File: src/include/mmmc_pkg.sv
// Package for the two-channel micro-step motor move control block
package mmmc_pkg;

  // ==========================================================
  // Register bus
  localparam int ADDR_W = 8;
  localparam int DATA_W = 16;
  localparam int NUM_MOTORS = 2;

  // ==========================================================
  // Register offsets
  localparam logic [7:0] ALPHA_MOVE_CTRL_OFS = 8'h24;
  localparam logic [7:0] BETA_MOVE_CTRL_OFS = 8'h29;
  localparam logic [7:0] MOVE_STATUS_OFS = 8'h2B;
  localparam logic [7:0] POSITION_OFS = 8'h2C;

  // ==========================================================
  // Field positions inside a motor move control register
  localparam int STEP_COUNT_LSB = 0;
  localparam int STEP_COUNT_W = 8;
  localparam int DIRECTION_BIT = 8;
  localparam int BRAKE_BIT = 9;
  localparam int OUTPUT_ENABLE_BIT = 10;
  localparam int DIVISION_LSB = 12;
  localparam int DIVISION_W = 2;

  // ==========================================================
  // Reset values
  localparam logic [15:0] MOVE_CTRL_RST = 16'h0000;
  localparam logic [7:0] POSITION_RST = 8'h00;

  // ==========================================================
  // Division select encodings
  localparam logic [1:0] DIV_256_A = 2'h0;
  localparam logic [1:0] DIV_256_B = 2'h1;
  localparam logic [1:0] DIV_128 = 2'h2;
  localparam logic [1:0] DIV_64 = 2'h3;

  // Microsteps per step-count unit at 256 divisions (8n)
  localparam int STEPS_PER_UNIT_SHIFT = 3;
  // Excitation position width: one electrical cycle in 256ths
  localparam int POS_W = 8;

  // ==========================================================
  // Carriers
  typedef struct packed {
    logic [1:0] rsv_hi;
    logic [1:0] division_select;
    logic rsv_mid;
    logic output_enable;
    logic brake;
    logic direction;
    logic [7:0] step_count;
  } mmmc_move_ctrl_s;

  // One motor: two coil bridges, each with two half-bridge legs
  typedef struct packed {
    logic [1:0] high_a;
    logic [1:0] low_a;
    logic [1:0] high_b;
    logic [1:0] low_b;
    logic hiz;
  } mmmc_bridge_s;

endpackage

File: src/logic/mmmc_top.sv
// Move control, excitation position counters and H-bridge gating for two motors
//
// Implementation choice: the strobed register port.
`timescale 1ns/1ps
`default_nettype none

// Behaviour
// - Separate alpha and beta control registers
// - Count scaled 2n/4n/8n by division
// - Zero step count stops stepping
// - Zero count still energises current position
// - Direction 0 forward, 1 reverse
// - Brake bit 1 enters brake mode when output enable is 1
// - Brake turns on all high sides
// - Output enable 0 gives high impedance
// - Position keeps counting while outputs off
// - Division 00/01=256, 10=128, 11=64
module mmmc_top
  import mmmc_pkg::*;
#(
  parameter int STEP_W = 8
) (
  input wire logic i_clk,
  input wire logic i_rstn,
  input wire logic i_ce,
  input wire logic [mmmc_pkg::ADDR_W-1:0] i_addr,
  input wire logic [mmmc_pkg::DATA_W-1:0] i_wdata,
  input wire logic i_wr,
  input wire logic i_rd,
  output logic [mmmc_pkg::DATA_W-1:0] o_rdata,
  input wire logic [mmmc_pkg::NUM_MOTORS-1:0] i_step_tick,
  input wire logic [mmmc_pkg::NUM_MOTORS-1:0] i_pwm_on,
  input wire logic [mmmc_pkg::NUM_MOTORS-1:0] i_peak_nonzero,
  output mmmc_pkg::mmmc_bridge_s [mmmc_pkg::NUM_MOTORS-1:0] o_bridge,
  output logic [mmmc_pkg::NUM_MOTORS-1:0] o_busy
);
  import mmmc_pkg::*;

  // ==========================================================
  // Elaboration checks
  localparam int REM_W = STEP_W + STEPS_PER_UNIT_SHIFT;

  if (STEP_W != STEP_COUNT_W) begin : g_bad_step_w
    $error("STEP_W must match the step count field width");
  end

  // Offsets exist for the alpha and beta channels only
  if (NUM_MOTORS != 2) begin : g_bad_motors
    $error("NUM_MOTORS must be 2");
  end

  if ($bits(mmmc_move_ctrl_s) != DATA_W) begin : g_bad_ctrl_w
    $error("Motor register carrier must fill the data width");
  end

  // The carrier fixes the layout; the named positions must agree with it
  if (DIRECTION_BIT != STEP_COUNT_LSB + STEP_COUNT_W) begin : g_bad_dir_bit
    $error("Direction must sit just above the step count");
  end

  if (BRAKE_BIT != DIRECTION_BIT + 1) begin : g_bad_brake_bit
    $error("Brake must sit just above direction");
  end

  if (OUTPUT_ENABLE_BIT != BRAKE_BIT + 1) begin : g_bad_oe_bit
    $error("Output enable must sit just above brake");
  end

  if (DIVISION_LSB != OUTPUT_ENABLE_BIT + 2) begin : g_bad_div_lsb
    $error("Division select must leave one reserved bit below it");
  end

  if (DIVISION_LSB + DIVISION_W > DATA_W) begin : g_bad_div_w
    $error("Division select must fit the data width");
  end

  // Both positions are returned in one read word
  if (2 * POS_W > DATA_W) begin : g_bad_pos_w
    $error("Both positions must fit one read word");
  end

  // ==========================================================
  // Decode helpers

  // Shift of the position advance per microstep, in 256ths
  function automatic logic [1:0] div_shift(input logic [1:0] sel);
    logic [1:0] s;
    s = 2'h0;
    case (sel)
      DIV_256_A: s = 2'h0;
      DIV_256_B: s = 2'h0;
      DIV_128: s = 2'h1;
      DIV_64: s = 2'h2;
      default: s = 2'h0;
    endcase
    return s;
  endfunction

  function automatic logic [7:0] motor_offset(input int m);
    logic [7:0] ofs;
    ofs = (m == 0) ? ALPHA_MOVE_CTRL_OFS : BETA_MOVE_CTRL_OFS;
    return ofs;
  endfunction

  // Microsteps loaded for a step count: 8n, 4n or 2n
  function automatic logic [REM_W-1:0] load_count(
    input logic [STEP_W-1:0] n,
    input logic [1:0] sel
  );
    logic [REM_W-1:0] c;
    c = REM_W'(n) << (STEPS_PER_UNIT_SHIFT - int'(div_shift(sel)));
    return c;
  endfunction

  // High and low legs of one coil, diagonal pairs only
  function automatic logic [3:0] coil_legs(input logic positive);
    logic [3:0] legs;
    legs = positive ? 4'h6 : 4'h9;
    return legs;
  endfunction

  // ==========================================================
  // Per-motor state
  mmmc_move_ctrl_s ctrl_ff [NUM_MOTORS];
  mmmc_move_ctrl_s nxt_ctrl [NUM_MOTORS];
  logic [REM_W-1:0] remain_ff [NUM_MOTORS];
  logic [REM_W-1:0] nxt_remain [NUM_MOTORS];
  logic [POS_W-1:0] pos_ff [NUM_MOTORS];
  logic [POS_W-1:0] nxt_pos [NUM_MOTORS];
  mmmc_bridge_s bridge_ff [NUM_MOTORS];
  mmmc_bridge_s nxt_bridge [NUM_MOTORS];
  logic [NUM_MOTORS-1:0] busy_ff;
  logic [NUM_MOTORS-1:0] nxt_busy;
  wire logic [NUM_MOTORS-1:0] wr_hit;
  wire logic [NUM_MOTORS-1:0] step_en;
  wire logic [POS_W-1:0] delta [NUM_MOTORS];
  mmmc_move_ctrl_s wr_val;

  // ==========================================================
  // Write word with reserved bits cleared
  always_comb begin
    wr_val = mmmc_move_ctrl_s'(i_wdata);
    // reserved bits always read back as zero
    wr_val.rsv_hi = 2'h0;
    wr_val.rsv_mid = 1'b0;
  end

  for (genvar m = 0; m < NUM_MOTORS; m++) begin : g_motor

    // ========================================================
    // Request decode
    // independent register per motor
    assign wr_hit[m] = i_wr && (i_addr == motor_offset(m));
    // advance regardless of output enable or brake
    assign step_en[m] = i_step_tick[m] && (remain_ff[m] != REM_W'(0));
    assign delta[m] = POS_W'(1) << div_shift(ctrl_ff[m].division_select);

    // ========================================================
    // Control register
    always_comb begin
      nxt_ctrl[m] = ctrl_ff[m];
      if (wr_hit[m]) begin
        nxt_ctrl[m] = wr_val;
      end
    end

    always_ff @(posedge i_clk) begin
      if (!i_rstn) begin
        ctrl_ff[m] <= mmmc_move_ctrl_s'(MOVE_CTRL_RST);
      end else if (i_ce) begin
        ctrl_ff[m] <= nxt_ctrl[m];
      end
    end

    // ========================================================
    // Remaining microsteps
    always_comb begin
      nxt_remain[m] = remain_ff[m];
      if (wr_hit[m]) begin
        // count scaled so rotation is division independent
        // a zero count loads nothing to move
        nxt_remain[m] = load_count(wr_val.step_count, wr_val.division_select);
      end else if (step_en[m]) begin
        nxt_remain[m] = remain_ff[m] - REM_W'(1);
      end
    end

    always_ff @(posedge i_clk) begin
      if (!i_rstn) begin
        remain_ff[m] <= REM_W'(0);
      end else if (i_ce) begin
        remain_ff[m] <= nxt_remain[m];
      end
    end

    // ========================================================
    // Excitation position
    // A write beats a tick in the same cycle; that tick is lost
    always_comb begin
      nxt_pos[m] = pos_ff[m];
      if (!wr_hit[m] && step_en[m]) begin
        if (ctrl_ff[m].direction) begin
          nxt_pos[m] = pos_ff[m] - delta[m];
        end else begin
          nxt_pos[m] = pos_ff[m] + delta[m];
        end
      end
    end

    always_ff @(posedge i_clk) begin
      if (!i_rstn) begin
        pos_ff[m] <= POSITION_RST;
      end else if (i_ce) begin
        pos_ff[m] <= nxt_pos[m];
      end
    end

    // ========================================================
    // Bridge gating follows the position already committed
    always_comb begin
      logic [1:0] quad;
      logic [3:0] legs_a;
      logic [3:0] legs_b;
      logic drive;
      quad = pos_ff[m][POS_W-1:POS_W-2];
      // Coil A carries the cosine, coil B the sine
      legs_a = coil_legs((quad == 2'h0) || (quad == 2'h3));
      legs_b = coil_legs((quad == 2'h0) || (quad == 2'h1));
      // hold excitation while the count is spent
      drive = i_pwm_on[m] && i_peak_nonzero[m];
      nxt_bridge[m] = '0;
      if (!ctrl_ff[m].output_enable) begin
        nxt_bridge[m].hiz = 1'b1;
      end else if (ctrl_ff[m].brake) begin
        // both high sides on, lows off
        nxt_bridge[m].high_a = 2'h3;
        nxt_bridge[m].high_b = 2'h3;
      end else if (drive) begin
        // Diagonal pairs only, so no leg ever shoots through
        nxt_bridge[m].high_a = legs_a[3:2];
        nxt_bridge[m].low_a = legs_a[1:0];
        nxt_bridge[m].high_b = legs_b[3:2];
        nxt_bridge[m].low_b = legs_b[1:0];
      end
    end

    always_ff @(posedge i_clk) begin
      if (!i_rstn) begin
        bridge_ff[m] <= '{hiz: 1'b1, default: '0};
      end else if (i_ce) begin
        bridge_ff[m] <= nxt_bridge[m];
      end
    end

    // ========================================================
    // Busy flag tracks the remaining count it will commit
    always_comb begin
      nxt_busy[m] = (nxt_remain[m] != REM_W'(0));
    end

    always_ff @(posedge i_clk) begin
      if (!i_rstn) begin
        busy_ff[m] <= 1'b0;
      end else if (i_ce) begin
        busy_ff[m] <= nxt_busy[m];
      end
    end

    assign o_bridge[m] = bridge_ff[m];
  end

  assign o_busy = busy_ff;

  // ==========================================================
  // Read port: data stand in the cycle after the strobe only
  logic [DATA_W-1:0] rdata_ff;
  logic [DATA_W-1:0] nxt_rdata;

  always_comb begin
    nxt_rdata = '0;
    if (i_rd) begin
      case (i_addr)
        ALPHA_MOVE_CTRL_OFS: nxt_rdata = DATA_W'(ctrl_ff[0]);
        BETA_MOVE_CTRL_OFS: nxt_rdata = DATA_W'(ctrl_ff[1]);
        MOVE_STATUS_OFS: nxt_rdata = DATA_W'(busy_ff);
        POSITION_OFS: nxt_rdata = {pos_ff[1], pos_ff[0]};
        // Unmapped offsets read as zero
        default: nxt_rdata = '0;
      endcase
    end
  end

  always_ff @(posedge i_clk) begin
    if (!i_rstn) begin
      rdata_ff <= '0;
    end else if (i_ce) begin
      rdata_ff <= nxt_rdata;
    end
  end

  assign o_rdata = rdata_ff;

endmodule

`default_nettype wire

File: config.mk
export PLATFORM = sky130hd
export DESIGN_NAME = mmmc_top
export DESIGN_NICKNAME = d
export VERILOG_FILES = /design/src/include/mmmc_pkg.sv /design/src/logic/mmmc_top.sv
export SDC_FILE = /design/constraint.sdc
export NUM_CORES = 1
export LEC_CHECK = 0
export BUFFER_PORTS_ARGS = -buffer_cell sky130_fd_sc_hd__buf_2
export CAP_MARGIN = 25
export CELL_PAD_IN_SITES_DETAIL_PLACEMENT = 0
export CELL_PAD_IN_SITES_GLOBAL_PLACEMENT = 1
export CORE_MARGIN = 4
export CORE_UTILIZATION = 49
export CTS_CLUSTER_DIAMETER = 100
export DETAILED_ROUTE_END_ITERATION = 7
export PLACE_DENSITY_LB_ADDON = 0.1
export SYNTH_ARGS = -nofsm -noshare
export SYNTH_HDL_FRONTEND = slang
export SYNTH_SLANG_ARGS = --single-unit
File: constraint.sdc
create_clock -name i_clk -period 6.5 [get_ports i_clk]
set_input_delay 0.325 -clock i_clk [delete_from_list [all_inputs] [get_ports i_clk]]
set_output_delay 0.325 -clock i_clk [all_outputs]
set_load 0.02 [all_outputs]
## Yosys cells after proc, flatten, opt, wreduce, memory -nomap -nowiden

Memory sizes are Yosys's and may differ from the RTL's.
Index checks and enable logic that the tools add are counted.

- Flip-flop bits (word level): 18
- Latch bits: 0
- RAM bits: 88
- Bits in read-only memories: 0
- Memories kept: 4

Memory list:

| name | words | bits a word | rd ports | clocked after memory_dff | write ports | line | source |
|---|---|---|---|---|---|---|---|
| ctrl_ff | 2 | 16 | 2 | 0 | 2 | mmmc_top.sv:124 | `mmmc_move_ctrl_s ctrl_ff [NUM_MOTORS];` |
| remain_ff | 2 | 11 | 2 | 0 | 2 | mmmc_top.sv:126 | `logic [REM_W-1:0] remain_ff [NUM_MOTORS];` |
| bridge_ff | 2 | 9 | 2 | 0 | 2 | mmmc_top.sv:130 | `mmmc_bridge_s bridge_ff [NUM_MOTORS];` |
| pos_ff | 2 | 8 | 2 | 0 | 2 | mmmc_top.sv:128 | `logic [POS_W-1:0] pos_ff [NUM_MOTORS];` |

- $add $sub $neg: 8
- Multiply operators: 0
- Divide/modulo/power cells: 0
- $lt $le $gt $ge: 0
- Equality and inequality tests: 17
- Shifts and indexed selects: 4
- Muxes and demuxes: 47
- Bitwise operators: 8
- Reduce and logical (&&, ||, !) cells: 26

Operators with widths:

| operator | number |
|---|---|
| 2-to-1 mux 16 bit | 5 |
| 2-to-1 mux 8 bit | 10 |
| 2-to-1 mux 11 bit | 6 |
| case mux 16 bit (4 select lines) | 1 |
| << shifter 8 x 32 -> 11 bit | 2 |
| nonzero test 11 bit | 4 |
| equality test 8 x 6 -> 1 bit (second input constant) | 4 |
| subtractor 11 x 1 -> 11 bit (second input constant) | 2 |
| 2-to-1 mux 2 bit | 10 |
| 2-to-1 mux 9 bit | 2 |
| case mux 2 bit (3 select lines) | 3 |
| adder 8 bit | 2 |
| equality test 2 bit (second input constant) | 8 |
| 2-to-1 mux 4 bit | 4 |
| << shifter 1 x 2 -> 8 bit (first input constant) | 2 |
| subtractor 8 bit | 2 |
| equality test 2 x 1 -> 1 bit (second input constant) | 5 |
| logical NOT 2 bit | 5 |
| logical AND 1 bit | 8 |
| OR 1 bit | 8 |
| 2-to-1 mux 1 bit | 6 |
| OR reduction 2 bit | 3 |
| subtractor 2 x 2 -> 3 bit (first input constant) | 2 |
| logical OR 1 bit | 4 |
| logical NOT 1 bit | 2 |

## Logic depth before layout (Yosys ltp)

Gate-level depths: netlist of run 1.
An unclocked memory read counts as a cell.

- Word-level depth: 9
- Depth in mapped cells: 11

## Least setup slack after synthesis of run 1

OpenSTA, ideal clock, no wires.

- Path kind: input to register
- From: input i_addr[4] (netlist name)
- To: memory ctrl_ff[0][0] (netlist name) (enable)
- Library setup time: 0.384 ns
- Arrival: 2.215 ns
- Data required time: 6.116 ns
- Slack: 3.900 ns
- Stages on the path: 5
- Cells stage by stage: or4b_4 nor3_2 nand2_1 clkbuf_1 o21ai_1

RTL lines:

| item | line | source |
|---|---|---|
| start, declared | mmmc_top.sv:26 | `input wire logic [mmmc_pkg::ADDR_W-1:0] i_addr,` |
| end, declared | mmmc_top.sv:124 |  |

==> reports/qor.yml, run 1 <==
synthArstFlopShare_pct: 0
wl_met2_um: 5980
htreeDepth: 3
path_clk_slew_ns: 0.09
whs_path_depth: 2
critPathMaxFanout: 8
start_kind: "register"
clockRootBuffer: "clkbuf_8"
required_ns: 6.61
seqCellArea_mm2: 0.00282
areaGrowthSynthToFinish_pct: 12.3
portBuffers: 67
drc: 0
final_area_mm2: 0.00608
slew_headroom_pct: 30.7
grtUsageTotal_pct: 20.6
grt_pass1_wl_um: 20700
vias: 4209
dieArea_mm2: 0.0128
cts_tree: "done"
routed_via_density: 5.80
rows: 38
nets: 638
status: "finished clean"
fmax_mhz: 388
synth-seq-cells: 100
die_w_um: 113
cp.buffers_inverters: 0
min_path_type: "in -> reg"
maxCapViolCount: 0
wl_per_cell_um: 17.7
fin_crit_ns: 2.58
synth_fp_nets: 572
p_per_area_mw_per_mm2: 232
met1_length_um: 5900
cts_setup_buffers: 0
clk_latency_ns: 0.38
setup_tns_ns: 0
crit_type: "reg -> reg"
yosysUniqueCellTypes: 57
cts_resized: 0
skew_ns: 0.00919
ir_drop_mv: 0.184
dr.pass1.iters: 6
crit_family: "flip-flops"
gp_congestion: 0.820
endpoint_kind: "register"
grt_overflow: 0
dr_wl_met3_um: 821
netlist_area_mm2: 0.00541
finalCritPeriodShare_pct: 39.6
max_stage_delay_ns: 0.56
highest_layer: "met4"
io_pins: 71
r2r_cells: 9
rsz0062_at_grt: "no"
core_mm2: 0.0108
fillers: 1007
grt_max_degree: 41
drtIter0Drc: 345
slew_violations: 0
drive_gt1_share_pct: 17.9
synthesis.instances: 515
antenna_found_initial: 0
placed_area_mm2: 0.00590
cts_buffers: 9
numClockSinks: 100
finalSetupViolCount: 0
die_y_um: 113
path_cells: "mux2_2 -> fa_1 -> nand2_1 -> nand2_1 -> a21o_1 -> a21o_1 -> a21oi_1 -> xor2_1 -> nor2_1"
dp_hpwl_um: 9410
synth_edf_count: 82
max_slew.worst_pin.slew_ns: 1.03
initial_core_util_pct: 49.9
p_leak_nw: 2.44
syn_avg_cell_area_um2: 10.5
clockBufferDepth: 2
cts-hold-fix-buffers: 0
wl_um: 12900
synth_ff_type: "edfxtp_1"
grt_pass1_vias: 4036
worst-endpoint-arrival_ns: 2.69
yosysSeqAreaShare_pct: 52.2
ys_warn_count: 0
multiInputGateArea_mm2: 0.00241
postRouteAntennaNets: 0
cpMaxStageDelayCell: "edfxtp_1"
worst-path-stages: 9
finalHoldViolCount: 0
antenna_cells: 0
registers in the layout (all words and copies together), names as in the netlist:
| signal | flops |
|---|---|
| o_busy | 2 |
| remain_ff | 22 |
| bridge_ff | 18 |
| pos_ff | 16 |
| ctrl_ff | 26 |
| o_rdata | 16 |
through the flow:
| step | util [%] | hold WS (ns) | worst slack [ns] | cells | power, mW |
|---|---|---|---|---|---|
| 3_5_place_dp | 54.4 | 0.445 | 3.57 | 710 | 1.06 |
| 3_3_place_gp | 54.4 | 0.435 | 3.62 | 710 | 1.05 |
| 4_1_cts | 56.0 | 0.283 | 3.95 | 726 | 1.42 |
| 2_1_floorplan | - | 0.468 | 3.90 | 515 | 0.974 |
| 5_1_grt | 56.0 | 0.284 | 3.67 | 726 | 1.49 |
| 6_report | 56.0 | 0.293 | 3.92 | 726 | 1.41 |
where the power goes:
group / leakage (nW) / switching (mW) / internal [mW]
Clock: 0.0897 / 0.219 / 0.151
Combinational: 1.35 / 0.157 / 0.110
Sequential: 1.00 / 0.0348 / 0.741
Total: 2.44 / 0.411 / 1.00
cells in the mapped netlist, types with 10 or more instances:
library cell	number	area share (%)
a21oi_1	28	2.6
a211oi_1	19	2.6
dfxtp_1	18	6.7
xnor2_1	10	1.6
and3_1	21	2.4
clkbuf_1	18	1.2
nand2_1	50	3.5
inv_1	23	1.6
o21ai_0	12	1.1
nor2_1	55	3.8
o21ai_1	17	1.6
ha_1	20	4.6
edfxtp_1	82	46
nor3_1	18	1.7
mux2i_1	12	2.2
routing by layer:
layer | GRT usage, % | vias to the layer above
li1 | - | 2058
met1 | 28.6 | 2000
met2 | 32.8 | 138
met3 | 4.65 | 13
met4 | 5.69 | 0
met5 | 0 | -
cell usage in the layout (no fill, tap or decap), drive strengths merged, types with 4 or more instances in the layout:
master,netlist,layout
clkinv,1,4
mux2i,12,12
clkbuf,18,11
a22o,7,7
or3,5,5
buf,3,76
and3,21,21
a21oi,28,28
nor2b,7,7
xor2,5,5
a222oi,8,8
nor2,55,55
nor4,4,4
mux2,7,7
inv,23,24
nand3,8,8
xnor2,10,10
nor3,20,20
a31oi,9,9
o31ai,4,4
edfxtp,82,82
ha,20,20
a211oi,19,19
and2,5,5
nand2,50,50
o21ai,29,29
dfxtp,18,18
kinds of logic (layout without fill, tap and decap cells):
group	after synthesis	in the layout	share of synthesized area (%)
adder cells (fa/ha/maj)	22	22	5.37
AND/OR/NAND/NOR	193	193	18.2
AO/OA/AOI/OAI	121	121	14.8
buffers and inverters	45	116	3.28
XOR/XNOR	15	15	2.43
flip-flops	100	100	52.2
multiplexers	19	19	3.68
cell type report:
cell class                 instances  share of cell area [%]
clock buffer                      11                    2.33
sequential                       100                    46.5
inverter                          24                    1.48
clock inverter                     5                   0.577
tap                              140                    2.88
timing repair buffer              76                    6.63
multi-input combinational        370                    39.6
worst paths after layout:
path | startpoint | end | slack, ns
worst max-delay path | ctrl_ff[1][8] | pos_ff[1][6] | 3.92
worst min-delay path | i_wdata[9] | ctrl_ff[0][9] | 0.29
worst max register to register | ctrl_ff[1][8] | pos_ff[1][6] | 3.92
worst min register to register | o_rdata[0] | o_rdata[0] | 0.46
(Power assumes the default switching activity.)
==> run 2, diff against run 1 <==
ABC_AREA = 1   (was not set)
CORE_UTILIZATION = 40   (was 49)
clock period = 2.1 ns   (was 6.5 ns; I/O delays follow)
==> run 2 against run 1 <==
The flow now finishes with violations (setup timing). Power grew to 3.5 times the previous value. Count of clock-buffer cells in the layout stayed put. Design area up 15%. Critical endpoint is now pos_ff[0][7]. Fmax grew 23%. Clock skew fell by 0.0016 ns. Highest routed layer unchanged. Area after synthesis increased by 7.0%. Sequential share of layout area is 6.2 points lower. Final cell count up 36%. First-iteration DRC count fell by 5.2%.
==> reports/qor.yml, run 2 <==
rows: 43
synthesis.instances: 697
start_kind: "register"
antenna_cells: 0
path_cells: "buf_4 -> o21ai_4 -> ha_1 -> nand3_1 -> nand2_1 -> nand2_1 -> nand2_1 -> a21oi_2 -> nor2_1 -> o21ai_1 -> nand3_1 -> nand2_1 -> nor2_1"
die_y_um: 128
initial_core_util_pct: 41.2
min_path_type: "in -> reg"
final_cell_mix: "185 x nand2_1, 82 x nor2_1, 82 x edfxtp_1"
maxCapViolCount: 0
whs_ns: 0.107
skew_ns: 0.00762
synth.top_cells.by_count: "190 x nand2_1, 89 x nor2_1, 82 x edfxtp_1, 80 x inv_1, 45 x nand3_1"
total_power_mw: 4.95
gp_congestion: 0.888
dpl.cell_count: 966
fmax_mhz: 476
clk_latency_ns: 0.34
path_clk_slew_ns: 0.07
grt_overflow: 0
power.share.combinational_pct: 20.8
max_slew.worst_pin.slew_ns: 0.591
r2r_cells: 13
yosysSeqAreaShare_pct: 48.8
worst-endpoint-arrival_ns: 2.20
cp_common_cell: "nand2_1"
ys_warn_count: 0
dp_hpwl_um: 11600
r2r_start: "ctrl_ff[0][13]"
p_leak_nw: 3.27
cts_tree: "done"
routed_via_density: 5.05
clockRootBuffer: "clkbuf_16"
finalHoldViolCount: 0
grtUsageTotal_pct: 18.8
dieArea_mm2: 0.0165
rsz0062_at_grt: "yes"
core_mm2: 0.0140
synth.area.top_cells: "edfxtp_1 43%, nand2_1 12%, dfxtp_1 6.2%"
synth-seq-cells: 100
p_per_area_mw_per_mm2: 706
synthArstFlopShare_pct: 0
required_ns: 2.20
p_int_mw: 3.52
dr.pass1.iters: 5
switchingPower_mw: 1.43
io_pins: 71
syn_avg_cell_area_um2: 8.30
largest_reg_flops: 26
synth_edf_count: 82
worstHoldEndpoint: "ctrl_ff[1][10]"
clock_power_share_pct: 31.0
areaGrowthSynthToFinish_pct: 21.1
drtIter0Drc: 327
vias: 5002
drc: 0
netlist.area_leader.share_pct: 42.6
drive_gt1_share_pct: 23.7
top_register: "ctrl_ff"
fin_crit_ns: 2.10
die_w_um: 128
final_common_cell: "nand2_1"
clockBufferDepth: 2
finalSetupViolCount: 1
slew_violations: 0
r2r-end: "pos_ff[0][7]"
endpoint_kind: "register"
htreeDepth: 3
finalCritPeriodShare_pct: 100
status: "finished with violations"
postRouteAntennaNets: 0
reg_top3: "ctrl_ff x26, remain_ff x22, bridge_ff x18"
numClockSinks: 100
seqPwrFrac_pct: 48.2
wl_per_cell_um: 15.2
grt_max_degree: 43
r2r_slack_ns: -0.003
cpMaxStageDelayCell: "edfxtp_1"
grt_pass1_vias: 4906
crit_type: "reg -> reg"
slew_headroom_pct: 60.2
synth_ff_type: "edfxtp_1"
max_stage_delay_ns: 0.43
violations: "setup timing"
synth_fp_nets: 754
synth_top_area_cell: "edfxtp_1"
portBuffers: 67
wl_um: 15000
antenna_found_initial: 0
synth_most_common_cell: "nand2_1"
nets: 862
grt_pass1_wl_um: 24400
netlist_area_mm2: 0.00579
whs_path_depth: 3
ir_drop_mv: 0.349
yosysUniqueCellTypes: 48
final_cells: 990
cts_buffers: 9
hold_start: "i_wdata[10]"
critPathMaxFanout: 4
swShare_pct: 28.9
fin_ws_ns: -0.00268
-- run 2: changes by cell type in the layout (fill, tap and decap cells not counted), sizes merged, moves of 8 or more --
cell / before / now
nand2: 50 / 200
inv: 24 / 88
nor2: 55 / 95
nand3: 8 / 47
buf: 76 / 108
and3: 21 / 0
a211oi: 19 / 0
a21oi: 28 / 40
mux2i: 12 / 0
nor3: 20 / 9
a222oi: 8 / 0
a31oi: 9 / 1
-- run 2: final cells by class --
cell class	instances	area, um2
multi-input cells	494	2700
well taps	180	225
clock buffers	11	243
clock inverters	5	27.5
flip-flops and latches	100	2820
repair buffers	108	643
fillers	1369	7030
inverters	92	352
-- run 2: metrics by stage --
step	utilization [%]	area [um2]	setup WS [ns]	TNS, ns
global placement	46.6	6550	0.0142	0
CTS	48.7	6830	0.00347	0
finish	49.9	7010	-0.00268	-0.00268
global route	49.9	7010	-0.183	-0.672
floorplan	-	5800	0.0000562	0
detailed placement	46.6	6550	-0.0498	-0.122
-- run 2: critical path: cells and delay by family, from the launching register on --
family	cells	cell delay, ns
buffers and inverters	1	0.17
and+or+nand+nor	8	0.51
DFF	1	0.43
AOI/OAI and AO/OA	3	0.49
adders and majority gates	1	0.25
-- run 2: repair_timing --
item / CTS / global route
hold buffers: 0 / 0
resized for setup: 10 / 34
setup endpoints to repair: 4 / 7
buffers inserted: 0 / 8
pin swaps: 0 / 19
-- run 2: cell families after synthesis --
group                    after synthesis  synth area share, %
flip-flops                           100                 48.8
adder cells (fa/ha/maj)               22                 5.02
buffers and inverters                103                 7.07
AND/OR/NAND/NOR                      367                 28.0
XOR/XNOR                               6                0.908
AO/OA/AOI/OAI                         99                 10.2
-- run 2: per-layer routing --
metal	wire length, um	share of wire, %	track usage (%)
met5	0	0	0
met4	419	2.8	7.24
met3	715	4.8	3.71
met2	6850	46	29.7
met1	7030	47	25.5
-- run 2: power by group through the flow --
stage / Sequential (mW) / Clock [mW] / Combinational [mW]
floorplan: 2.43 / 0 / 0.608
global placement: 2.42 / 0 / 0.928
detailed placement: 2.42 / 0 / 0.944
CTS: 2.38 / 1.57 / 0.959
global route: 2.40 / 1.66 / 1.18
finish: 2.38 / 1.54 / 1.03
-- run 2: worst max-delay path by stage --
| stage | slack (ns) | endpoint | startpoint | depth (start not counted) |
|---|---|---|---|---|
| 3_3_place_gp | 0.01 | pos_ff[1][6] | ctrl_ff[1][13] | 15 |
| 4_1_cts | 0.003 | pos_ff[1][6] | ctrl_ff[1][13] | 15 |
| 2_1_floorplan | 0.00006 | ctrl_ff[1][0] | i_addr[4] | 6 |
| 6_report | -0.003 | pos_ff[0][7] | ctrl_ff[0][13] | 13 |
| 3_5_place_dp | -0.05 | pos_ff[0][7] | ctrl_ff[0][8] | 13 |
| 5_1_grt | -0.18 | pos_ff[1][6] | ctrl_ff[1][13] | 15 |
